**config.mk**
```make
export PLATFORM = sky130hd
export DESIGN_NAME = level_trigger_acquisition_timing
export DESIGN_NICKNAME = d
export VERILOG_FILES = /design/src/level_trigger_acquisition_timing.v
export VERILOG_INCLUDE_DIRS = /design/src
export SDC_FILE = /design/constraint.sdc
export NUM_CORES = 1
export LEC_CHECK = 0
export BUFFER_PORTS_ARGS = -buffer_cell sky130_fd_sc_hd__buf_2
export CORE_ASPECT_RATIO = 1.2
export CORE_MARGIN = 2
export CORE_UTILIZATION = 57
export DETAILED_ROUTE_END_ITERATION = 12
export PLACE_DENSITY = 0.87
export SLEW_MARGIN = 10
export SYNTH_ARGS = -nofsm -noshare
export SYNTH_HDL_FRONTEND = slang
export SYNTH_SLANG_ARGS = --single-unit
export TNS_END_PERCENT = 1
```
**constraint.sdc**
```tcl
create_clock -name core_clk_i -period 4.2 [get_ports core_clk_i]
set_input_delay 0.63 -clock core_clk_i [delete_from_list [all_inputs] [get_ports core_clk_i]]
set_output_delay 0.63 -clock core_clk_i [all_outputs]
set_load 0.02 [all_outputs]
```
**src/level_trig_regs.vh**
```
`ifndef LEVEL_TRIG_REGS_VH
`define LEVEL_TRIG_REGS_VH
// Register word offsets
`define REG_CTRL 4'h0
`define REG_ACQ_DELAY 4'h1
`define REG_SS_DELAY 4'h2
`define REG_SS_WIDTH 4'h3
`define REG_CS_PERIOD 4'h4
`define REG_STATUS 4'h5
`define REG_IRQ_STAT 4'h6
`define REG_IRQ_MASK 4'h7
`define REG_INTEG 4'h8
// Control fields
`define CTRL_ARM 0
`define CTRL_VARIANT 1
// Event bits
`define EV_TRIGGER 0
`define EV_DONE 1
`define EV_SHORT 2
`define EV_WIDTH 3
// Timing
`define CLK_MHZ 25
`define TICKS_PER_US 5'd25
`define ACQ_DELAY_MAX_US 19'd335500
// Variant 0 holds and minimum pulse, microseconds
`define V0_PRE_US 24'd3706
`define V0_POST_US 24'd3706
`define V0_MIN_US 24'd3800
// Variant 1 holds and minimum pulse, microseconds
`define V1_PRE_US 24'd6
`define V1_POST_US 24'd4977
`define V1_MIN_US 24'd7200
// Trigger delay: 20 ns min, 30 ns max; one cycle of 40 ns after sync
`define TRIG_DELAY_MIN_NS 20
`define TRIG_DELAY_MAX_NS 30
`endif

```
**src/level_trigger_acquisition_timing.v**
```verilog
// Behaviour
// - Exposure length equals trigger pulse width
// - Trigger event registered shortly after rising edge
// - Programmable acquisition delay, microsecond steps
// - Programmable single strobe delay and width
// - Single strobe low when exposure ends
// - Continuous strobe toggles, forced low at end
// - Fixed pre-exposure hold before acquisition delay
// - Short pulse flags error, zeros spectrum
// - Last continuous strobe period may truncate
//
// Local design decisions: the register offsets and the Avalon-MM slave port.
`include "level_trig_regs.vh"
`default_nettype none
module level_trigger_acquisition_timing (
  input wire core_clk_i,
  input wire resetn_i,
  input wire [3:0] avs_address_i,
  input wire avs_read_i,
  input wire avs_write_i,
  input wire [31:0] avs_writedata_i,
  output reg [31:0] avs_readdata_o,
  output reg avs_waitrequest_o,
  input wire ext_trigger_i,
  output reg single_strobe_o,
  output reg cont_strobe_o,
  output reg exposing_o,
  output reg zero_spectrum_o,
  output reg irq_o
);
  localparam [5:0] S_IDLE = 6'h01;
  localparam [5:0] S_PRE = 6'h02;
  localparam [5:0] S_DELAY = 6'h04;
  localparam [5:0] S_EXPOSE = 6'h08;
  localparam [5:0] S_POST = 6'h10;
  localparam [5:0] S_WAIT_LOW = 6'h20;

  reg [5:0] state;
  reg [1:0] ctrl;
  reg [18:0] acq_delay;
  reg [23:0] ss_delay;
  reg [23:0] ss_width;
  reg [23:0] cs_period;
  reg [3:0] irq_stat;
  reg [3:0] irq_mask;
  reg [23:0] integ_us;
  reg trig_s1;
  reg trig_s2;
  reg trig_d;
  reg [4:0] tick_cnt;
  reg us_tick;
  reg [23:0] phase_us;
  reg [23:0] exp_us;
  reg [23:0] cs_cnt;
  reg short_err;
  reg [3:0] ev;
  reg [31:0] next_rdata;
  reg [27:0] pulse_cyc;
  reg pulse_done;
  reg [27:0] exp_cyc;

  function [23:0] pre_hold;
    input v;
    begin
      pre_hold = v ? `V1_PRE_US : `V0_PRE_US;
    end
  endfunction

  function [23:0] post_hold;
    input v;
    begin
      post_hold = v ? `V1_POST_US : `V0_POST_US;
    end
  endfunction

  function [23:0] min_pulse;
    input v;
    begin
      min_pulse = v ? `V1_MIN_US : `V0_MIN_US;
    end
  endfunction

  wire trig_rise = trig_s2 & ~trig_d;
  wire bus_req = (avs_read_i | avs_write_i) & avs_waitrequest_o;
  // Trigger low now, or already seen low since the event
  wire pulse_over = pulse_done | ~trig_s2;
  wire exp_end = (state == S_EXPOSE) && pulse_over && (exp_cyc + 28'd1 >= pulse_cyc);

  // Two-stage synchroniser, then edge history
  always @(posedge core_clk_i) begin
    if (!resetn_i) begin
      trig_s1 <= 1'b0;
      trig_s2 <= 1'b0;
      trig_d <= 1'b0;
    end else begin
      trig_s1 <= ext_trigger_i;
      trig_s2 <= trig_s1;
      trig_d <= trig_s2;
    end
  end

  // Microsecond timebase, held cleared in S_IDLE, free-running in every other state
  always @(posedge core_clk_i) begin
    if (!resetn_i || state == S_IDLE) begin
      tick_cnt <= 5'h00;
      us_tick <= 1'b0;
    end else if (tick_cnt == `TICKS_PER_US - 5'd1) begin
      tick_cnt <= 5'h00;
      us_tick <= 1'b1;
    end else begin
      tick_cnt <= tick_cnt + 5'd1;
      us_tick <= 1'b0;
    end
  end

  always @* begin
    next_rdata = 32'h0000_0000;
    case (avs_address_i)
      `REG_CTRL: next_rdata = {30'h0, ctrl};
      `REG_ACQ_DELAY: next_rdata = {13'h0, acq_delay};
      `REG_SS_DELAY: next_rdata = {8'h00, ss_delay};
      `REG_SS_WIDTH: next_rdata = {8'h00, ss_width};
      `REG_CS_PERIOD: next_rdata = {8'h00, cs_period};
      `REG_STATUS: next_rdata = {25'h0, short_err, state};
      `REG_IRQ_STAT: next_rdata = {28'h0, irq_stat};
      `REG_IRQ_MASK: next_rdata = {28'h0, irq_mask};
      `REG_INTEG: next_rdata = {8'h00, integ_us};
      default: next_rdata = 32'h0000_0000;
    endcase
  end

  // Bus slave: one wait cycle, answer on the second edge
  always @(posedge core_clk_i) begin
    if (!resetn_i) begin
      avs_waitrequest_o <= 1'b1;
      avs_readdata_o <= 32'h0000_0000;
      ctrl <= 2'h0;
      acq_delay <= 19'h00000;
      ss_delay <= 24'h000000;
      ss_width <= 24'h000000;
      cs_period <= 24'h000000;
      irq_mask <= 4'h0;
    end else begin
      avs_waitrequest_o <= ~bus_req;
      if (bus_req && avs_read_i)
        avs_readdata_o <= next_rdata;
      if (bus_req && avs_write_i) begin
        case (avs_address_i)
          `REG_CTRL: ctrl <= avs_writedata_i[1:0];
          // Delay saturates at its documented ceiling
          `REG_ACQ_DELAY: begin
            if (avs_writedata_i[18:0] > `ACQ_DELAY_MAX_US)
              acq_delay <= `ACQ_DELAY_MAX_US;
            else
              acq_delay <= avs_writedata_i[18:0];
          end
          `REG_SS_DELAY: ss_delay <= avs_writedata_i[23:0];
          `REG_SS_WIDTH: ss_width <= avs_writedata_i[23:0];
          `REG_CS_PERIOD: cs_period <= avs_writedata_i[23:0];
          `REG_IRQ_MASK: irq_mask <= avs_writedata_i[3:0];
          default: ;
        endcase
      end
    end
  end

  // Sticky events; a new event wins over the read clear
  always @(posedge core_clk_i) begin
    if (!resetn_i) begin
      irq_stat <= 4'h0;
      irq_o <= 1'b0;
    end else begin
      if (bus_req && avs_read_i && avs_address_i == `REG_IRQ_STAT)
        irq_stat <= ev;
      else
        irq_stat <= irq_stat | ev;
      irq_o <= |((irq_stat | ev) & irq_mask);
    end
  end

  always @* begin
    ev = 4'h0;
    ev[`EV_TRIGGER] = (state == S_IDLE) && ctrl[`CTRL_ARM] && trig_rise;
    ev[`EV_DONE] = (state == S_POST) && us_tick && phase_us + 24'd1 >= post_hold(ctrl[1]);
    ev[`EV_SHORT] = exp_end && exp_us < min_pulse(ctrl[1]);
    ev[`EV_WIDTH] = exp_end;
  end

  // pulse width in clock cycles from the event
  always @(posedge core_clk_i) begin
    if (!resetn_i) begin
      pulse_cyc <= 28'h0000000;
      pulse_done <= 1'b0;
    end else if (state == S_IDLE) begin
      pulse_cyc <= ev[`EV_TRIGGER] ? 28'h0000001 : 28'h0000000;
      pulse_done <= 1'b0;
    end else if (!pulse_done) begin
      if (!trig_s2)
        pulse_done <= 1'b1;
      else if (pulse_cyc != 28'hFFFFFFF)
        pulse_cyc <= pulse_cyc + 28'd1;
    end
  end

  // Acquisition sequencer
  always @(posedge core_clk_i) begin
    if (!resetn_i) begin
      state <= S_IDLE;
      phase_us <= 24'h000000;
      exp_us <= 24'h000000;
      integ_us <= 24'h000000;
      short_err <= 1'b0;
      zero_spectrum_o <= 1'b0;
      exposing_o <= 1'b0;
      exp_cyc <= 28'h0000000;
    end else begin
      if (us_tick)
        phase_us <= phase_us + 24'd1;
      case (state)
        S_IDLE: begin
          phase_us <= 24'h000000;
          if (ev[`EV_TRIGGER]) begin
            state <= S_PRE;
            short_err <= 1'b0;
          end
        end
        S_PRE: begin
          if (us_tick && phase_us + 24'd1 >= pre_hold(ctrl[1])) begin
            state <= S_DELAY;
            phase_us <= 24'h000000;
          end
        end
        S_DELAY: begin
          if (phase_us >= {5'h00, acq_delay}) begin
            state <= S_EXPOSE;
            phase_us <= 24'h000000;
            exp_us <= 24'h000000;
            exp_cyc <= 28'h0000000;
            exposing_o <= 1'b1;
          end
        end
        // exposure lasts the measured pulse width
        S_EXPOSE: begin
          exp_cyc <= exp_cyc + 28'd1;
          if (us_tick)
            exp_us <= exp_us + 24'd1;
          if (exp_end) begin
            state <= S_POST;
            phase_us <= 24'h000000;
            exposing_o <= 1'b0;
            integ_us <= exp_us;
            short_err <= ev[`EV_SHORT];
            zero_spectrum_o <= ev[`EV_SHORT];
          end
        end
        S_POST: begin
          if (ev[`EV_DONE])
            state <= trig_s2 ? S_WAIT_LOW : S_IDLE;
        end
        S_WAIT_LOW: begin
          if (!trig_s2)
            state <= S_IDLE;
        end
        default: state <= S_IDLE;
      endcase
    end
  end

  // Strobes run only inside exposure
  always @(posedge core_clk_i) begin
    if (!resetn_i) begin
      single_strobe_o <= 1'b0;
      cont_strobe_o <= 1'b0;
      cs_cnt <= 24'h000000;
    end else if (state != S_EXPOSE || exp_end) begin
      single_strobe_o <= 1'b0;
      cont_strobe_o <= 1'b0;
      cs_cnt <= 24'h000000;
    end else begin
      single_strobe_o <= (exp_us >= ss_delay) && (exp_us - ss_delay < ss_width);
      // half-period toggle, last period may truncate
      if (cs_period == 24'h000000) begin
        cont_strobe_o <= 1'b0;
      end else if (us_tick) begin
        if (cs_cnt + 24'd1 >= cs_period) begin
          cs_cnt <= 24'h000000;
          cont_strobe_o <= 1'b0;
        end else begin
          cs_cnt <= cs_cnt + 24'd1;
          cont_strobe_o <= (cs_cnt + 24'd1) < {1'b0, cs_period[23:1]};
        end
      end else if (cs_cnt == 24'h000000) begin
        cont_strobe_o <= 1'b1;
      end
    end
  end
endmodule
`default_nettype wire

```
==> out/results.txt <==
For the count of unresolved DRC violations after routing, the log shows 0. CTS saw 300 sinks. The initialized floorplan defines 72 standard-cell rows.

Number of maximum-capacitance constraint violations: 0. The flip-flop cell with the highest count after synthesis was sky130_fd_sc_hd__dfxtp_1. Routability-driven placement finished with a final weighted congestion of 0.964. In this run the tool buffered the top-level ports with 62 buffer cells.

The path class of the lowest-slack min-delay path was in -> reg. The effective utilization at floorplan was 0.579. For the number of warnings reported in the yosys synthesis log, the log shows 0.

For the pin with the worst max-slew slack, the measured transition is 1.10 ns. TritonCTS built the clock tree. The worst setup path is captured at a flop.

The number of cells traversed by the worst register-to-register path was 19; the number of buffers created by CTS was 34. Between clock sinks in the finished design, the worst skew comes to 0.0205 ns. The root buffer cell chosen for the clock tree is sky130_fd_sc_hd__clkbuf_16. The run gives 0 as the hold violation count in the final report. In this run, synthesis produced a sequential element count of 300. The global-route usage over all layers was 0.304. The first routing iteration left 2112 violations. Largest fanout on the critical path: 12.

The tools report the initial antenna violation count as 0. The total wire length came out at 53.6 mm. Area share of the largest cell type after synthesis: 0.321. Compared with the post-synthesis result, the final layout area differs by 9.65%. The startpoint identified for the worst register-to-register timing path is exp_cyc[2].

The most critical setup path has its endpoint at phase_us[1]. The via count of the first global-routing pass is 17331, and the total iterations of the first detailed-routing run is 9. The setup check on the worst reg-to-reg path leaves a slack of 0.20 ns. The number of I/O pins was 79; the part of the cycle the worst path needs was 0.953.

The buffer depth of the longest clock path is 3, and the aggregate negative setup slack is 0 ns. Critical path class: reg -> reg. For this run, the post-layout net count is 2633.

The wire length per cell works out to 18.8 um. The sequential fraction of the synthesis area is 0.321. The flow ran to the end, and the final reports show no timing, DRC or antenna violations.

Proportion of register bits with asynchronous set or reset after synthesis: 0. The least setup slack across all paths after layout was 0.197 ns; the number of buffers inserted for hold repair after clock tree synthesis was 0. The library cell with the largest summed area after synthesis is sky130_fd_sc_hd__dfxtp_1. The cell count after synthesis came out at 2408. The chip width works out to 169 um. The logs give 0.266 mV for the worst IR drop on VDD and 4.63 ns for the required time at the worst-slack endpoint.

Timing analysis after detailed placement gives a worst setup slack of 0.00342 ns. The final route contains 18060 vias. The tools report the number of setup violations in the final report as 0. The headroom to the max-slew limit is 0.262.

The cell area that synthesis handed to floorplanning was 18700 um^2. The clock edge transition at the registers on the reported setup and hold paths was 0.06 ns; the layout filler cell count was 2588. The insertion delay of the later-clocked pin in the worst-skew pair was 0.52 ns; the maximum achievable frequency was 250 MHz.

The number of vias per cell came out at 6.33. The die covers 34300 um^2. The worst hold path was traced through 2 stages. The share of post-route cells with drive strength above 1 was 0.0891.

STA classifies the critical path startpoint as a flop. For this design the static power due to leakage is 7.69 nW. The floorplan step defined a core boundary enclosing 32300 um^2. Diode insertion count for antenna repair: 0. The detail route stage leaves a number of antenna-violating nets equal to 0. After synthesis, the cell types taking the most area are sky130_fd_sc_hd__dfxtp_1 32%, sky130_fd_sc_hd__ha_1 11%, sky130_fd_sc_hd__nand2_1 7.3%. The logs give 90 for the maximum number of pins on one net before global-route repair and 4.43 ns for the arrival time of the worst setup path. Half-perimeter wire length after detailed placement: 38.8 mm. The mean instance size in the synthesized netlist was 7.78 um^2; the level count of the clock H-tree was 2. The synthesized netlist contains 80 unique library cells. The endpoint identified for the worst register-to-register timing path is phase_us[1]. The total overflow left after global routing is 0. The y dimension of the die works out to 203 um. In this run the worst setup path begins at exp_cyc[2].

The first global-routing pass estimated 85.9 mm of wire. The power density over cell area was 303 nW/um^2. The routed design could run at a clock period as short as 4.00 ns. The number of pins with negative max-slew slack in the final report was 0; the number of flops mapped to enable cells by yosys was 0.
cell families after synthesis:
family                   after synthesis  share of synthesized area
AO/OA/AOI/OAI                        550                      0.183
buffers and inverters                284                     0.0647
multiplexers                          18                     0.0110
other                                  1                   0.000200
adder cells (fa/ha/maj)              168                      0.113
XOR/XNOR                             154                     0.0720
flip-flops                           300                      0.321
AND/OR/NAND/NOR                      933                      0.235
critical path, cell delays in order, from the launching register on:
cell and delay [ns]:
sky130_fd_sc_hd__dfxtp_2 0.39, sky130_fd_sc_hd__nand3_2 0.16, sky130_fd_sc_hd__nor4_4 0.36, sky130_fd_sc_hd__nand4_1 0.21, sky130_fd_sc_hd__nor2_2 0.20, sky130_fd_sc_hd__buf_4 0.16
sky130_fd_sc_hd__nand3_1 0.11, sky130_fd_sc_hd__xnor2_1 0.15, sky130_fd_sc_hd__ha_1 0.29, sky130_fd_sc_hd__a21o_1 0.18, sky130_fd_sc_hd__a21oi_1 0.18, sky130_fd_sc_hd__o211a_1 0.22
sky130_fd_sc_hd__o21ai_0 0.09, sky130_fd_sc_hd__o21a_1 0.23, sky130_fd_sc_hd__a21oi_2 0.20, sky130_fd_sc_hd__buf_4 0.18, sky130_fd_sc_hd__o41ai_4 0.06, sky130_fd_sc_hd__buf_4 0.20
sky130_fd_sc_hd__buf_12 0.15, sky130_fd_sc_hd__a211oi_1 0.19
cell usage in the layout (no fill, tap or decap), drive strengths merged, types with 25 or more instances in the layout:
master  count
a21o       37
a21oi     241
a22oi      47
a31oi      25
and3       33
buf       109
clkbuf     51
dfxtp     300
ha        167
inv       148
nand2     363
nand3      59
nand4      58
nor2      205
nor3       65
nor4       48
o21ai      81
xnor2     107
xor2       47
area by class of cell:
class	instances	area, um^2	share of cell area
tap	407	509	0.0248
sequential	300	6010	0.293
clock inverter	8	98.8	0.00481
timing repair buffer	110	717	0.0349
multi-input combinational	1831	11700	0.568
inverter	147	554	0.0270
clock buffer	50	982	0.0478
registers in the layout, indices dropped and copies added (netlist names), 2 cells and up:
name	count
acq_delay	19
avs_readdata_o	24
cs_cnt	24
cs_period	24
ctrl	2
exp_cyc	28
exp_us	24
integ_us	24
irq_mask	4
irq_stat	4
phase_us	24
pulse_cyc	28
ss_delay	24
ss_width	24
state	6
tick_cnt	5
metrics by stage:
step / util / cells / instance area [um^2] / hold WS, ns / power, mW
5_1_grt: 0.635 / 2853 / 20500 / 0.334 / 6.40
6_report: 0.635 / 2853 / 20500 / 0.320 / 6.22
3_3_place_gp: 0.597 / 2791 / 19300 / 0.420 / 3.31
3_5_place_dp: 0.597 / 2791 / 19300 / 0.428 / 3.32
2_1_floorplan: - / 2415 / 18800 / 0.412 / 3.20
4_1_cts: 0.631 / 2849 / 20400 / 0.310 / 6.22
worst min path at each step:
stage / from / endpoint / slack, ns
after floorplan: trig_s1 / trig_s2 / 0.41
after global placement: trig_s1 / trig_s2 / 0.42
after detailed placement: trig_s1 / trig_s2 / 0.43
after CTS: ext_trigger_i / trig_s1 / 0.31
after global routing: avs_read_i / avs_waitrequest_o / 0.33
final: ext_trigger_i / trig_s1 / 0.32
metal layers:
| layer | GRT usage | vias to the layer above | routed length, um |
|---|---|---|---|
| met5 | 0 | - | 0 |
| met4 | 0.180 | 0 | 3240 |
| met3 | 0.0374 | 217 | 3700 |
| met2 | 0.521 | 862 | 25800 |
| met1 | 0.364 | 8493 | 20800 |
| li1 | - | 8488 | - |
what timing repair did:
| item | CTS | global route |
|---|---|---|
| buffers inserted | 0 | 3 |
| resized for setup | 2 | 23 |
| gates cloned | 0 | 1 |
| setup endpoints to repair | 3 | 81 |
| pin swaps | 0 | 3 |
| hold endpoints to repair | 0 | 0 |
power by group:
group | switching, mW | total [mW] | leakage (nW) | internal (mW)
sequential | 0.0139 | 2.87 | 2.42 | 2.86
combinational | 0.266 | 0.408 | 4.74 | 0.142
clock | 1.20 | 2.94 | 0.524 | 1.74
total | 1.48 | 6.22 | 7.69 | 4.74
synth_stat cells, drive strengths merged, types with 5 or more instances:
cell     number
nand2       363
dfxtp       300
a21oi       241
nor2        205
ha          167
inv         147
xnor2       107
clkbuf       99
o21ai        81
nor3         65
nand3        59
nand4        58
nor4         48
a22oi        47
xor2         47
buf          38
a21o         37
and3         33
a31oi        25
o21a         21
or3          19
and2         17
mux2i        15
a211oi       14
and4         11
nand2b       10
a2111oi       9
a21boi        8
a222oi        8
nor2b         8
nor4b         8
or2           8
o211ai        7
o221a         7
a32oi         6
a221oi        5
nand4b        5
o311ai        5
No activity file was read; power rests on OpenSTA's default activity.
